**config.mk**
```make
export PLATFORM = sky130hd
export DESIGN_NAME = cps_top
export DESIGN_NICKNAME = d
export VERILOG_FILES = /design/src/shared/cps_pkg.sv /design/src/core/cps_top.sv
export SDC_FILE = /design/constraint.sdc
export NUM_CORES = 1
export LEC_CHECK = 0
export BUFFER_PORTS_ARGS = -buffer_cell sky130_fd_sc_hd__buf_2
export CORE_ASPECT_RATIO = 1.25
export CORE_MARGIN = 5
export CORE_UTILIZATION = 45
export DETAILED_ROUTE_END_ITERATION = 10
export SLEW_MARGIN = 5
export SYNTH_ARGS = -nofsm -noshare
export SYNTH_HDL_FRONTEND = slang
export SYNTH_SLANG_ARGS = --single-unit
```
**constraint.sdc**
```tcl
create_clock -name clock -period 5.1 [get_ports clock]
set_clock_uncertainty 0.2 [all_clocks]
set_input_delay 0.51 -clock clock [delete_from_list [all_inputs] [get_ports clock]]
set_output_delay 0.51 -clock clock [all_outputs]
set_load 0.01 [all_outputs]
```
**src/shared/cps_pkg.sv**
```systemverilog
// Shared constants and types of the configuration pin sequencer.
// Assumes a 20 MHz core clock; all counts below are in core clock cycles.
package cps_pkg;
    // Core clock rate
    localparam int unsigned CLK_MHZ = 20;
    // Extra master wait after the init line rises, in microseconds
    localparam int unsigned MASTER_WAIT_MIN_US = 30;
    localparam int unsigned MASTER_WAIT_MAX_US = 300;
    // Least time of the window; a whole number of cycles at this rate
    localparam int unsigned MASTER_WAIT_CYCLES = MASTER_WAIT_MIN_US * CLK_MHZ;
    // Length of one clear pass of the configuration memory
    localparam int unsigned CLEAR_PASS_CYCLES = 64;
    // Half period of the generated configuration clock in master mode
    localparam int unsigned CFG_CLK_HALF_CYCLES = 4;
    // Width of the shared interval counter
    localparam int unsigned CNT_W = 16;
    // Mode pin codes {m1, m0}; the remaining code loads as slave serial
    localparam logic [1:0] MODE_MASTER_SERIAL = 2'h0;
    localparam logic [1:0] MODE_EXPRESS = 2'h2;
    localparam logic [1:0] MODE_SLAVE_SERIAL = 2'h3;
    // Reset values
    localparam logic [1:0] MODE_RESET = 2'h3;
    localparam logic [7:0] BYTE_RESET = 8'h00;
    // Position of each pin within the synchroniser vector
    localparam int unsigned SY_PROG = 0;
    localparam int unsigned SY_INIT = 1;
    localparam int unsigned SY_MODE = 2;
    localparam int unsigned SY_CFG_CLK = 4;
    localparam int unsigned SY_DIN = 5;
    localparam int unsigned SY_SEL = 6;
    localparam int unsigned SY_BYTE = 7;
    localparam int unsigned SY_TDI = 15;
    localparam int unsigned SY_TCK = 16;
    localparam int unsigned SY_TMS = 17;
    localparam int unsigned SY_W = 18;

    // Sequencer states
    typedef enum logic [2:0] {
        CPS_CLEAR = 3'b000,
        CPS_WAIT = 3'b001,
        CPS_DELAY = 3'b010,
        CPS_LOAD = 3'b011,
        CPS_ERROR = 3'b100,
        CPS_USER = 3'b101
    } cps_state_t;
endpackage

```
**src/core/cps_top.sv**
```systemverilog
// Configuration pin sequencer: clear, wait, mode capture, data intake, release.
// Assumes all pins are asynchronous to clock; error and done come from core logic.
// Function
// - High busy pin high until user mode
// - Low busy pin low until user mode
// - Init driven low during power-up and clearing
// - Master waits extra 30-300 us
// - Data error pulls init low
// - Init becomes user pin after configuration
// - Serial data sampled on rising config clock
// - Express mode takes eight-bit parallel bytes
// - Chain select gates express byte intake
// - Unused scan frees test pins to user
// - Used scan feeds test pins to TAP
// - Program low restarts clearing; after release two passes, then wait
// - Mode pins sampled after init rises
// - Serial forward on falling edge, 1.5 periods
`timescale 1ns/1ps
`default_nettype none
module cps_top #(
    parameter int unsigned CLEAR_CYCLES = cps_pkg::CLEAR_PASS_CYCLES,
    parameter int unsigned WAIT_CYCLES = cps_pkg::MASTER_WAIT_CYCLES,
    parameter int unsigned HALF_CYCLES = cps_pkg::CFG_CLK_HALF_CYCLES
) (
    // Clock and reset
    input wire logic clock,
    input wire logic rst_n,
    // Control pins
    input wire logic program_n,
    input wire logic [1:0] mode_pins,
    // Init line, open drain
    input wire logic init_i,
    output logic init_o,
    output logic init_oe,
    // Configuration clock, output in master mode
    input wire logic cfg_clock_i,
    output logic cfg_clock_o,
    output logic cfg_clock_oe,
    // Configuration data pins
    input wire logic serial_in,
    input wire logic chain_select,
    input wire logic [7:0] cfg_byte_bus,
    output logic serial_out,
    output logic serial_out_oe,
    // Busy indicators
    output logic cfg_busy_high,
    output logic cfg_busy_high_oe,
    output logic cfg_busy_low,
    output logic cfg_busy_low_oe,
    // Test pins
    input wire logic tdi_pin,
    input wire logic tck_pin,
    input wire logic tms_pin,
    // Core side of configuration
    input wire logic cfg_error,
    input wire logic cfg_done,
    input wire logic scan_primitive,
    output logic [7:0] cfg_byte,
    output logic cfg_byte_valid,
    output logic [1:0] cfg_mode,
    output cps_pkg::cps_state_t cfg_state,
    // User logic side of the shared pins
    input wire logic user_init_o,
    input wire logic user_init_oe,
    input wire logic user_high_o,
    input wire logic user_high_oe,
    input wire logic user_low_o,
    input wire logic user_low_oe,
    input wire logic user_dout_o,
    input wire logic user_dout_oe,
    output logic tap_enable,
    output logic tap_tdi,
    output logic tap_tck,
    output logic tap_tms,
    output logic user_tdi,
    output logic user_tck,
    output logic user_tms
);
    import cps_pkg::*;

    logic rst_meta_q;
    logic rst_sync_q;
    logic [SY_W-1:0] pin_meta_q;
    logic [SY_W-1:0] pin_q;
    cps_state_t state_q;
    logic [CNT_W-1:0] cnt_q;
    logic finish_q;
    logic [1:0] mode_q;
    logic [CNT_W-1:0] div_q;
    logic mclk_q;
    logic clk_pin_prev_q;
    logic [7:0] shift_q;
    logic [2:0] bit_q;
    logic [7:0] byte_q;
    logic valid_q;
    logic fwd1_q;
    logic fwd2_q;
    logic dout_q;
    logic master_w;
    logic serial_w;
    logic in_user_w;
    logic div_end_w;
    logic rise_w;
    logic fall_w;

    // Release of reset through two stages
    always_ff @(posedge clock or negedge rst_n) begin
        if (!rst_n) begin
            rst_meta_q <= 1'b0;
            rst_sync_q <= 1'b0;
        end else begin
            rst_meta_q <= 1'b1;
            rst_sync_q <= rst_meta_q;
        end
    end

    // Two-stage synchroniser; only pin_q is read by logic
    always_ff @(posedge clock or negedge rst_sync_q) begin
        if (!rst_sync_q) begin
            pin_meta_q <= '0;
            pin_q <= '0;
        end else begin
            pin_meta_q <= {tms_pin, tck_pin, tdi_pin, cfg_byte_bus, chain_select, serial_in,
                           cfg_clock_i, mode_pins, init_i, program_n};
            pin_q <= pin_meta_q;
        end
    end

    assign master_w = (mode_q == MODE_MASTER_SERIAL);
    assign serial_w = (mode_q != MODE_EXPRESS);
    assign in_user_w = (state_q == CPS_USER);
    assign div_end_w = (div_q == CNT_W'(HALF_CYCLES - 1));

    // Clock edges: own divider in master mode, sampled pin otherwise
    assign rise_w = master_w ? (div_end_w && !mclk_q) : (pin_q[SY_CFG_CLK] && !clk_pin_prev_q);
    assign fall_w = master_w ? (div_end_w && mclk_q) : (!pin_q[SY_CFG_CLK] && clk_pin_prev_q);

    // Sequencer; a low program pin restarts clearing from any state
    always_ff @(posedge clock or negedge rst_sync_q) begin
        if (!rst_sync_q) begin
            state_q <= CPS_CLEAR;
            cnt_q <= '0;
            finish_q <= 1'b0;
            mode_q <= MODE_RESET;
        end else if (!pin_q[SY_PROG]) begin
            state_q <= CPS_CLEAR;
            cnt_q <= '0;
            finish_q <= 1'b0;
        end else begin
            case (state_q)
                CPS_CLEAR: begin
                    // Pass in progress completes, then exactly one more
                    if (cnt_q == CNT_W'(CLEAR_CYCLES - 1)) begin
                        cnt_q <= '0;
                        if (finish_q) begin
                            state_q <= CPS_WAIT;
                        end else begin
                            finish_q <= 1'b1;
                        end
                    end else begin
                        cnt_q <= cnt_q + 1'b1;
                    end
                end
                CPS_WAIT: begin
                    // Held here while anyone pulls init low
                    if (pin_q[SY_INIT]) begin
                        mode_q <= pin_q[SY_MODE+1:SY_MODE];
                        cnt_q <= '0;
                        if (pin_q[SY_MODE+1:SY_MODE] == MODE_MASTER_SERIAL) begin
                            state_q <= CPS_DELAY;
                        end else begin
                            state_q <= CPS_LOAD;
                        end
                    end
                end
                CPS_DELAY: begin
                    // Minimum of the window, safely inside the upper bound
                    if (cnt_q == CNT_W'(WAIT_CYCLES - 1)) begin
                        state_q <= CPS_LOAD;
                    end else begin
                        cnt_q <= cnt_q + 1'b1;
                    end
                end
                CPS_LOAD: begin
                    if (cfg_error) begin
                        state_q <= CPS_ERROR;
                    end else if (cfg_done) begin
                        state_q <= CPS_USER;
                    end
                end
                CPS_ERROR: state_q <= CPS_ERROR; // Left only by a program request
                CPS_USER: state_q <= CPS_USER;
                default: state_q <= CPS_CLEAR;
            endcase
        end
    end

    // Master clock divider, runs only while loading
    always_ff @(posedge clock or negedge rst_sync_q) begin
        if (!rst_sync_q) begin
            div_q <= '0;
            mclk_q <= 1'b0;
            clk_pin_prev_q <= 1'b0;
        end else begin
            clk_pin_prev_q <= pin_q[SY_CFG_CLK];
            if (state_q != CPS_LOAD || div_end_w) begin
                div_q <= '0;
            end else begin
                div_q <= div_q + 1'b1;
            end
            if (state_q != CPS_LOAD) begin
                mclk_q <= 1'b0;
            end else if (div_end_w) begin
                mclk_q <= !mclk_q;
            end
        end
    end

    // Data intake, only in the loading state so errors stop it
    always_ff @(posedge clock or negedge rst_sync_q) begin
        if (!rst_sync_q) begin
            shift_q <= BYTE_RESET;
            bit_q <= 3'h0;
            byte_q <= BYTE_RESET;
            valid_q <= 1'b0;
        end else begin
            valid_q <= 1'b0;
            if (state_q != CPS_LOAD) begin
                bit_q <= 3'h0;
            end else if (rise_w && serial_w) begin
                // MSB first, one bit per rising edge
                shift_q <= {shift_q[6:0], pin_q[SY_DIN]};
                bit_q <= bit_q + 1'b1;
                if (bit_q == 3'h7) begin
                    byte_q <= {shift_q[6:0], pin_q[SY_DIN]};
                    valid_q <= 1'b1;
                end
            end else if (rise_w && pin_q[SY_SEL]) begin
                // Whole byte per rising edge while selected
                byte_q <= pin_q[SY_BYTE+7:SY_BYTE];
                valid_q <= 1'b1;
            end
        end
    end

    // Forwarding pipe: two rising edges, then out on the falling one
    always_ff @(posedge clock or negedge rst_sync_q) begin
        if (!rst_sync_q) begin
            fwd1_q <= 1'b0;
            fwd2_q <= 1'b0;
            dout_q <= 1'b0;
        end else if (state_q == CPS_LOAD) begin
            if (rise_w) begin
                fwd1_q <= pin_q[SY_DIN];
                fwd2_q <= fwd1_q;
            end
            if (fall_w) begin
                dout_q <= fwd2_q;
            end
        end
    end

    // Shared pins; user logic takes all but the configuration clock over once configured
    always_ff @(posedge clock or negedge rst_sync_q) begin
        if (!rst_sync_q) begin
            init_o <= 1'b0;
            init_oe <= 1'b1;
            cfg_busy_high <= 1'b1;
            cfg_busy_high_oe <= 1'b1;
            cfg_busy_low <= 1'b0;
            cfg_busy_low_oe <= 1'b1;
            serial_out <= 1'b0;
            serial_out_oe <= 1'b0;
            cfg_clock_o <= 1'b0;
            cfg_clock_oe <= 1'b0;
        end else begin
            // Low while clearing or after an error, released otherwise
            init_o <= in_user_w ? user_init_o : 1'b0;
            init_oe <= in_user_w ? user_init_oe : (state_q == CPS_CLEAR || state_q == CPS_ERROR);
            cfg_busy_high <= in_user_w ? user_high_o : 1'b1;
            cfg_busy_high_oe <= in_user_w ? user_high_oe : 1'b1;
            cfg_busy_low <= in_user_w ? user_low_o : 1'b0;
            cfg_busy_low_oe <= in_user_w ? user_low_oe : 1'b1;
            serial_out <= in_user_w ? user_dout_o : dout_q;
            serial_out_oe <= in_user_w ? user_dout_oe : (state_q == CPS_LOAD && serial_w);
            cfg_clock_o <= mclk_q;
            cfg_clock_oe <= (state_q == CPS_LOAD) && master_w;
        end
    end

    // Test pins: TAP always before user mode, then only if scan is placed
    always_ff @(posedge clock or negedge rst_sync_q) begin
        if (!rst_sync_q) begin
            tap_enable <= 1'b1;
            tap_tdi <= 1'b0;
            tap_tck <= 1'b0;
            tap_tms <= 1'b0;
            user_tdi <= 1'b0;
            user_tck <= 1'b0;
            user_tms <= 1'b0;
        end else begin
            tap_enable <= !in_user_w || scan_primitive;
            tap_tdi <= pin_q[SY_TDI] && (!in_user_w || scan_primitive);
            tap_tck <= pin_q[SY_TCK] && (!in_user_w || scan_primitive);
            tap_tms <= pin_q[SY_TMS] && (!in_user_w || scan_primitive);
            user_tdi <= pin_q[SY_TDI] && in_user_w && !scan_primitive;
            user_tck <= pin_q[SY_TCK] && in_user_w && !scan_primitive;
            user_tms <= pin_q[SY_TMS] && in_user_w && !scan_primitive;
        end
    end

    // Core side status
    always_ff @(posedge clock or negedge rst_sync_q) begin
        if (!rst_sync_q) begin
            cfg_byte <= BYTE_RESET;
            cfg_byte_valid <= 1'b0;
            cfg_mode <= MODE_RESET;
            cfg_state <= CPS_CLEAR;
        end else begin
            cfg_byte <= byte_q;
            cfg_byte_valid <= valid_q;
            cfg_mode <= mode_q;
            cfg_state <= state_q;
        end
    end
endmodule
`default_nettype wire

```
==> flow_summary.ini, run 1 <==
[yosys]
ys.flop_type = dfrtp_1
syn_nets = 485
yosysWarningCount = 0
synthMuxAreaShare_pct = 4.62
synthSimpleGateAreaFrac_pct = 15.4
synth_xor_xnor_area_share_pct = 2.30
synth_top_cell_by_area = dfrtp_1
synth_edf_count = 0
synth_fa_ha_area_share_pct = 1.17
ys_seq_area_share_pct = 61.7
async_flop_share_pct = 100
synth_compound_area_share_pct = 12.3
synth_top_family_by_area = simple AND/OR/NAND/NOR gates
avgSynthCellArea_um2 = 11.9
synthCells = 449
netlist_area_um2 = 5330
synth_cell_types = 52
synth-seq-cells = 131
synth.top_cell.area_share_pct = 57.3
synth_area_leaders = dfrtp_1, dfstp_2, o211ai_1, mux2_2, o31ai_1

[final_layout]
nets = 566
area_delta_synth_final_pct = 22.5
layout-drive-gt1-share_pct = 23.9
diodes = 0

[cts]
clkSinkCount = 131
path_clk_slew_ns = 0.06
cts_tree = done
post-cts-setup-buffers = 0
cts_max_path_buffers = 2
cts_root_buffer = clkbuf_16
post_cts_resized = 0
worstSkewPairLatency_ns = 0.41
htreeDepth = 4
cts_buffers = 17

[routing]
vias_per_cell = 5.20
ant_nets = 0
wl_um = 10900
via_count = 3659
firstDrtPassIters = 4
detailedRoute.firstIterationViolations = 188
drc = 0
wl_per_cell_um = 15.4

[flow_run]
max_cap_viol_count = 0

[critical_path]
arrival_ns = 3.04
cp.required_ns = 5.17
crit_path_end_kind = flop
worstSetupPathType = flop to flop
worstSetupStartpointType = flop
path_max_fanout = 17

[placed_design]
place_ws_ns = 2.19
io_buffers = 61
dpl.hpwl_um = 7390
gp_congestion = 0.891

[global_route]
grt_pass1_vias = 3848
grt_overflow = 0
grt_max_degree = 81
grt_pass1_wl_um = 18700
antenna_found_initial = 0
grt_use_total_pct = 16.8

[timing]
setup_violations = 0
tns_ns = 0
worstMarginPinSlew_ns = 1.03
drv_slew = 0
min_period_ns = 2.97
max_freq_ghz = 0.337
holdWs_ns = 0.0331
post-route-worst-setup-slack_ns = 2.13
finalCritPeriodShare_pct = 58.2
report.final.hold_viol_count = 0
slew_headroom_pct = 31.6
rsz0062_at_grt = false

[power]
max-vdd-ir-drop_uv = 199
power.density_nw_per_um2 = 357
p_leak_uw = 0.00297
total_power_uw = 2330

[die]
die_height_um = 132
die-area_um2 = 14100
die_x_um = 107
io_pins = 62
initial_core_util_pct = 45.9
core_um2 = 11600
rows = 44

[run_status]
status = finished, final reports clean

[worst_hold_path]
hold_class = input pin to flop
[routing by layer]
metal / GRT usage [%] / vias up / routed length, um
met5: 0 / - / 0
met4: 8.63 / 0 / 209
met3: 4.37 / 17 / 453
met2: 27.9 / 80 / 5670
met1: 19.9 / 1781 / 4540
li1: - / 1781 / -
[path summary, 6_finish.rpt]
check | startpoint | to | slack (ns) | cells past startpoint
worst max-delay path | cnt_q[8] | cnt_q[5] | 2.13 | 5
worst min-delay path | mode_pins[1] | pin_meta_q[3] | 0.03 | 1
worst max register to register | cnt_q[8] | cnt_q[5] | 2.13 | 5
worst min register to register | valid_q | cfg_byte_valid | 0.15 | 0
max in group asynchronous | rst_sync_q | dout_q | 3.18 | 1
min in group asynchronous | rst_n | rst_sync_q | 0.21 | 2
[layout by cell type, fill, tap and decap left out, types with 3 or more instances in the layout]
cell and n:
o221ai_1 3, clkinv_4 3, a21oi_1 16, o31a_1 3, dfrtp_1 121, or3_1 10, o211ai_1 21, ha_1 5
clkbuf_16 17, and3_1 8, nand2_1 35, nand3_1 15, o21ai_0 12, inv_1 8, dfstp_2 9, and2_1 9
inv_6 6, nor3_1 6, or2_2 8, dlygate4sd3_1 18, buf_2 61, xnor2_1 8, xor2_1 6, mux2i_1 10
nor4_1 5, nor2_1 29, o31ai_1 18, nor2b_1 10, mux2_2 13, and4_1 3, o2bb2ai_1 8
[critical path, cell delays in order (launching register included)]
cell	delay [ns]
dfrtp_1	0.42
or4_4	0.56
or4_4	0.56
o211a_1	0.46
nor2_2	0.46
o211ai_1	0.17
[where the power goes]
part	total [uW]	internal, uW	switching [uW]
clock network	1200	732	470
registers	1080	1060	22.2
logic	47.7	24.3	23.4
total	2330	1820	516
[sequential cells by signal, summed over array words and instances (netlist names), 2 cells and up]
register / cells
pin_meta_q: 18
pin_q: 18
cnt_q: 16
div_q: 16
byte_q: 8
cfg_byte: 8
shift_q: 7
bit_q: 3
cfg_state: 3
state_q: 3
cfg_mode: 2
mode_q: 2
[Yosys cell counts, types with 5 or more instances]
cell / instances
mux2_2: 13
or3_1: 10
nand3_1: 15
nor2_1: 29
o2bb2ai_1: 8
nor4_1: 5
or2_2: 8
mux2i_1: 10
o21ai_0: 12
xnor2_1: 8
nor2b_1: 10
nor3_1: 6
ha_1: 5
o211ai_1: 21
inv_1: 8
o31ai_1: 18
dfstp_2: 9
xor2_1: 6
and3_1: 8
a21oi_1: 16
nand2_1: 35
and2_1: 9
dfrtp_1: 122
clkbuf_1: 10
[timing repair]
item,CTS,global route
endpoints found under the hold margin,19,0
hold buffers,18,0
setup endpoints to repair,0,0
[layout make-up]
type,instances,area (um2)
fillers,1006,5090
inverters,8,30.0
well taps,161,201
clock inverters,15,170
multi-input cells,292,1920
clock buffers,17,425
flip-flops and latches,131,3290
repair buffers,80,493
[logic make-up (layout without fill, tap and decap cells)]
kind of cell / Yosys count / after routing
AO/OA/AOI/OAI: 94 / 94
XOR/XNOR: 14 / 14
adder cells (fa/ha/maj): 5 / 5
buffers and inverters: 26 / 120
flip-flops: 131 / 131
multiplexers: 23 / 23
other: 1 / 1
AND/OR/NAND/NOR: 155 / 155
[metrics by stage]
step	cell area [um2]	std cells	utilization, %
floorplan	5330	449	-
global placement	5750	654	49.5
detailed placement	5750	654	49.5
CTS	6530	704	56.2
global route	6530	704	56.2
finish	6530	704	56.2
(Power assumes the default switching activity.)
==> inputs of run 2 (changes only) <==
PLACE_DENSITY = 0.67   (was unset)
clock period = 2.4 ns   (was 5.1 ns; I/O delays follow)
==> flow_summary.ini, run 2 (same netlist as run 1, synthesis figures left out) <==
[cts]
cts_tree = done
cts_root_buffer = clkbuf_16
cts_max_path_buffers = 2
worstSkewPairLatency_ns = 0.40
htreeDepth = 4
cts_buffers = 17
path_clk_slew_ns = 0.06
clkSinkCount = 131

[timing]
holdWs_ns = 0.0916
rsz0062_at_grt = true
max_freq_ghz = 0.389
finalCritPeriodShare_pct = 107
drv_slew = 0
setup_violations = 17
min_period_ns = 2.57
post-route-worst-setup-slack_ns = -0.173
tns_ns = -1.92
report.final.hold_viol_count = 0

[final_layout]
diodes = 0
most-common-layout-cells = dfrtp_1, buf_2, buf_4
area_delta_synth_final_pct = 39.3
postLayoutCellArea_um2 = 7430
n_fill_cell = 910
layout-drive-gt1-share_pct = 35.4
final_common_cell = dfrtp_1
reg.largest.list = pin_meta_q: 18 flops, pin_q: 18 flops
nets = 636

[routing]
drc = 0
ant_nets = 0
firstDrtPassIters = 5
detailedRoute.firstIterationViolations = 156
wl_per_cell_um = 16.1
vias_per_cell = 5.30
wl_um = 12500
via_count = 4099

[flow_run]
max_cap_viol_count = 0

[die]
rows = 44
die-area_um2 = 14100
io_pins = 62
initial_core_util_pct = 45.9
die_height_um = 132
die_x_um = 107
core_um2 = 11600

[worst_hold_path]
hold_class = flop to asynchronous set/reset pin

[power]
comb_power_share_pct = 3.0
power_frac_seq_pct = 43.7
p_leak_uw = 0.00339
swShare_pct = 19.6
p_switching_uw = 1020
max-vdd-ir-drop_uv = 405
intPower_uw = 4210
power.density_nw_per_um2 = 704
clkPwrFrac_pct = 53.3

[critical_path]
worstSetupPathType = flop to flop
path_max_fanout = 3
crit_path_end_kind = flop
worstSetupStartpointType = flop
arrival_ns = 2.71
cp.required_ns = 2.54

[placed_design]
gp_congestion = 0.857
io_buffers = 61
dpl.hpwl_um = 8160
place_area_um2 = 6180

[global_route]
grt_pass1_wl_um = 20800
antenna_found_initial = 0
grt_pass1_vias = 4359
grt_max_degree = 46
grt_overflow = 0
grt_use_total_pct = 18.3

[run_status]
violations = setup timing
status = finished, violations left
[run 2: worst paths after layout]
| path | cells past startpoint | slack, ns | endpoint | from |
|---|---|---|---|---|
| max in group asynchronous | 1 | 1.19 | pin_meta_q[2] | rst_sync_q |
| min reg2reg | 0 | 0.09 | pin_meta_q[11] | rst_sync_q |
| min in group clock | 5 | 0.13 | state_q[2] | cfg_error |
| max reg2reg | 6 | -0.17 | state_q[0] | cnt_q[11] |
| max | 6 | -0.17 | state_q[0] | cnt_q[11] |
| min | 0 | 0.09 | pin_meta_q[11] | rst_sync_q |
[run 2: layout make-up]
class                           count  area, um2  area share (%)
Multi-Input combinational cell    293       2170            29.2
Timing Repair Buffer              149       1080            14.6
Sequential cell                   131       3290            44.3
Clock inverter                     12        205            2.76
Inverter                            8       30.0           0.404
Tap cell                          161        201            2.71
Clock buffer                       20        447            6.01
[run 2: metal layers]
layer	global-route usage [%]	up-vias	wire, um
li1	-	1925	-
met1	21.4	2037	4830
met2	32.2	113	6870
met3	4.32	24	525
met4	7.44	0	242
met5	0	-	0
[run 2: what timing repair did]
item	4_1_cts	5_1_grt
pin swaps	25	19
setup buffers	3	1
endpoints found under the setup margin	35	35
gates cloned	0	1
hold buffers	31	0
gates resized for setup	19	27
hold endpoints to repair	33	0
[run 2: power by group through the flow]
stage,Clock (uW),Sequential (uW),Combinational [uW]
after global routing,2940,2290,179
after global placement,0,2320,108
after CTS,2840,2280,155
after detailed placement,0,2320,112
after floorplan,0,2340,29.5
final,2790,2280,158
[run 2: critical path: stages, from the launching register on]
cell	delay (ns)
dfrtp_1	0.39
or4_4	0.54
or4_4	0.55
buf_4	0.16
or3b_1	0.37
a31oi_1	0.17
o21a_1	0.13
[run 2: metrics by stage]
| stage | total power, uW | setup WS, ns | instances | utilization (%) |
|---|---|---|---|---|
| after floorplan | 2370 | -0.115 | 449 | - |
| after global placement | 2430 | -0.168 | 706 | 53.2 |
| after detailed placement | 2430 | -0.206 | 706 | 53.2 |
| after CTS | 5280 | -0.153 | 772 | 62.4 |
| after global routing | 5410 | -0.225 | 774 | 63.9 |
| final | 5230 | -0.173 | 774 | 63.9 |
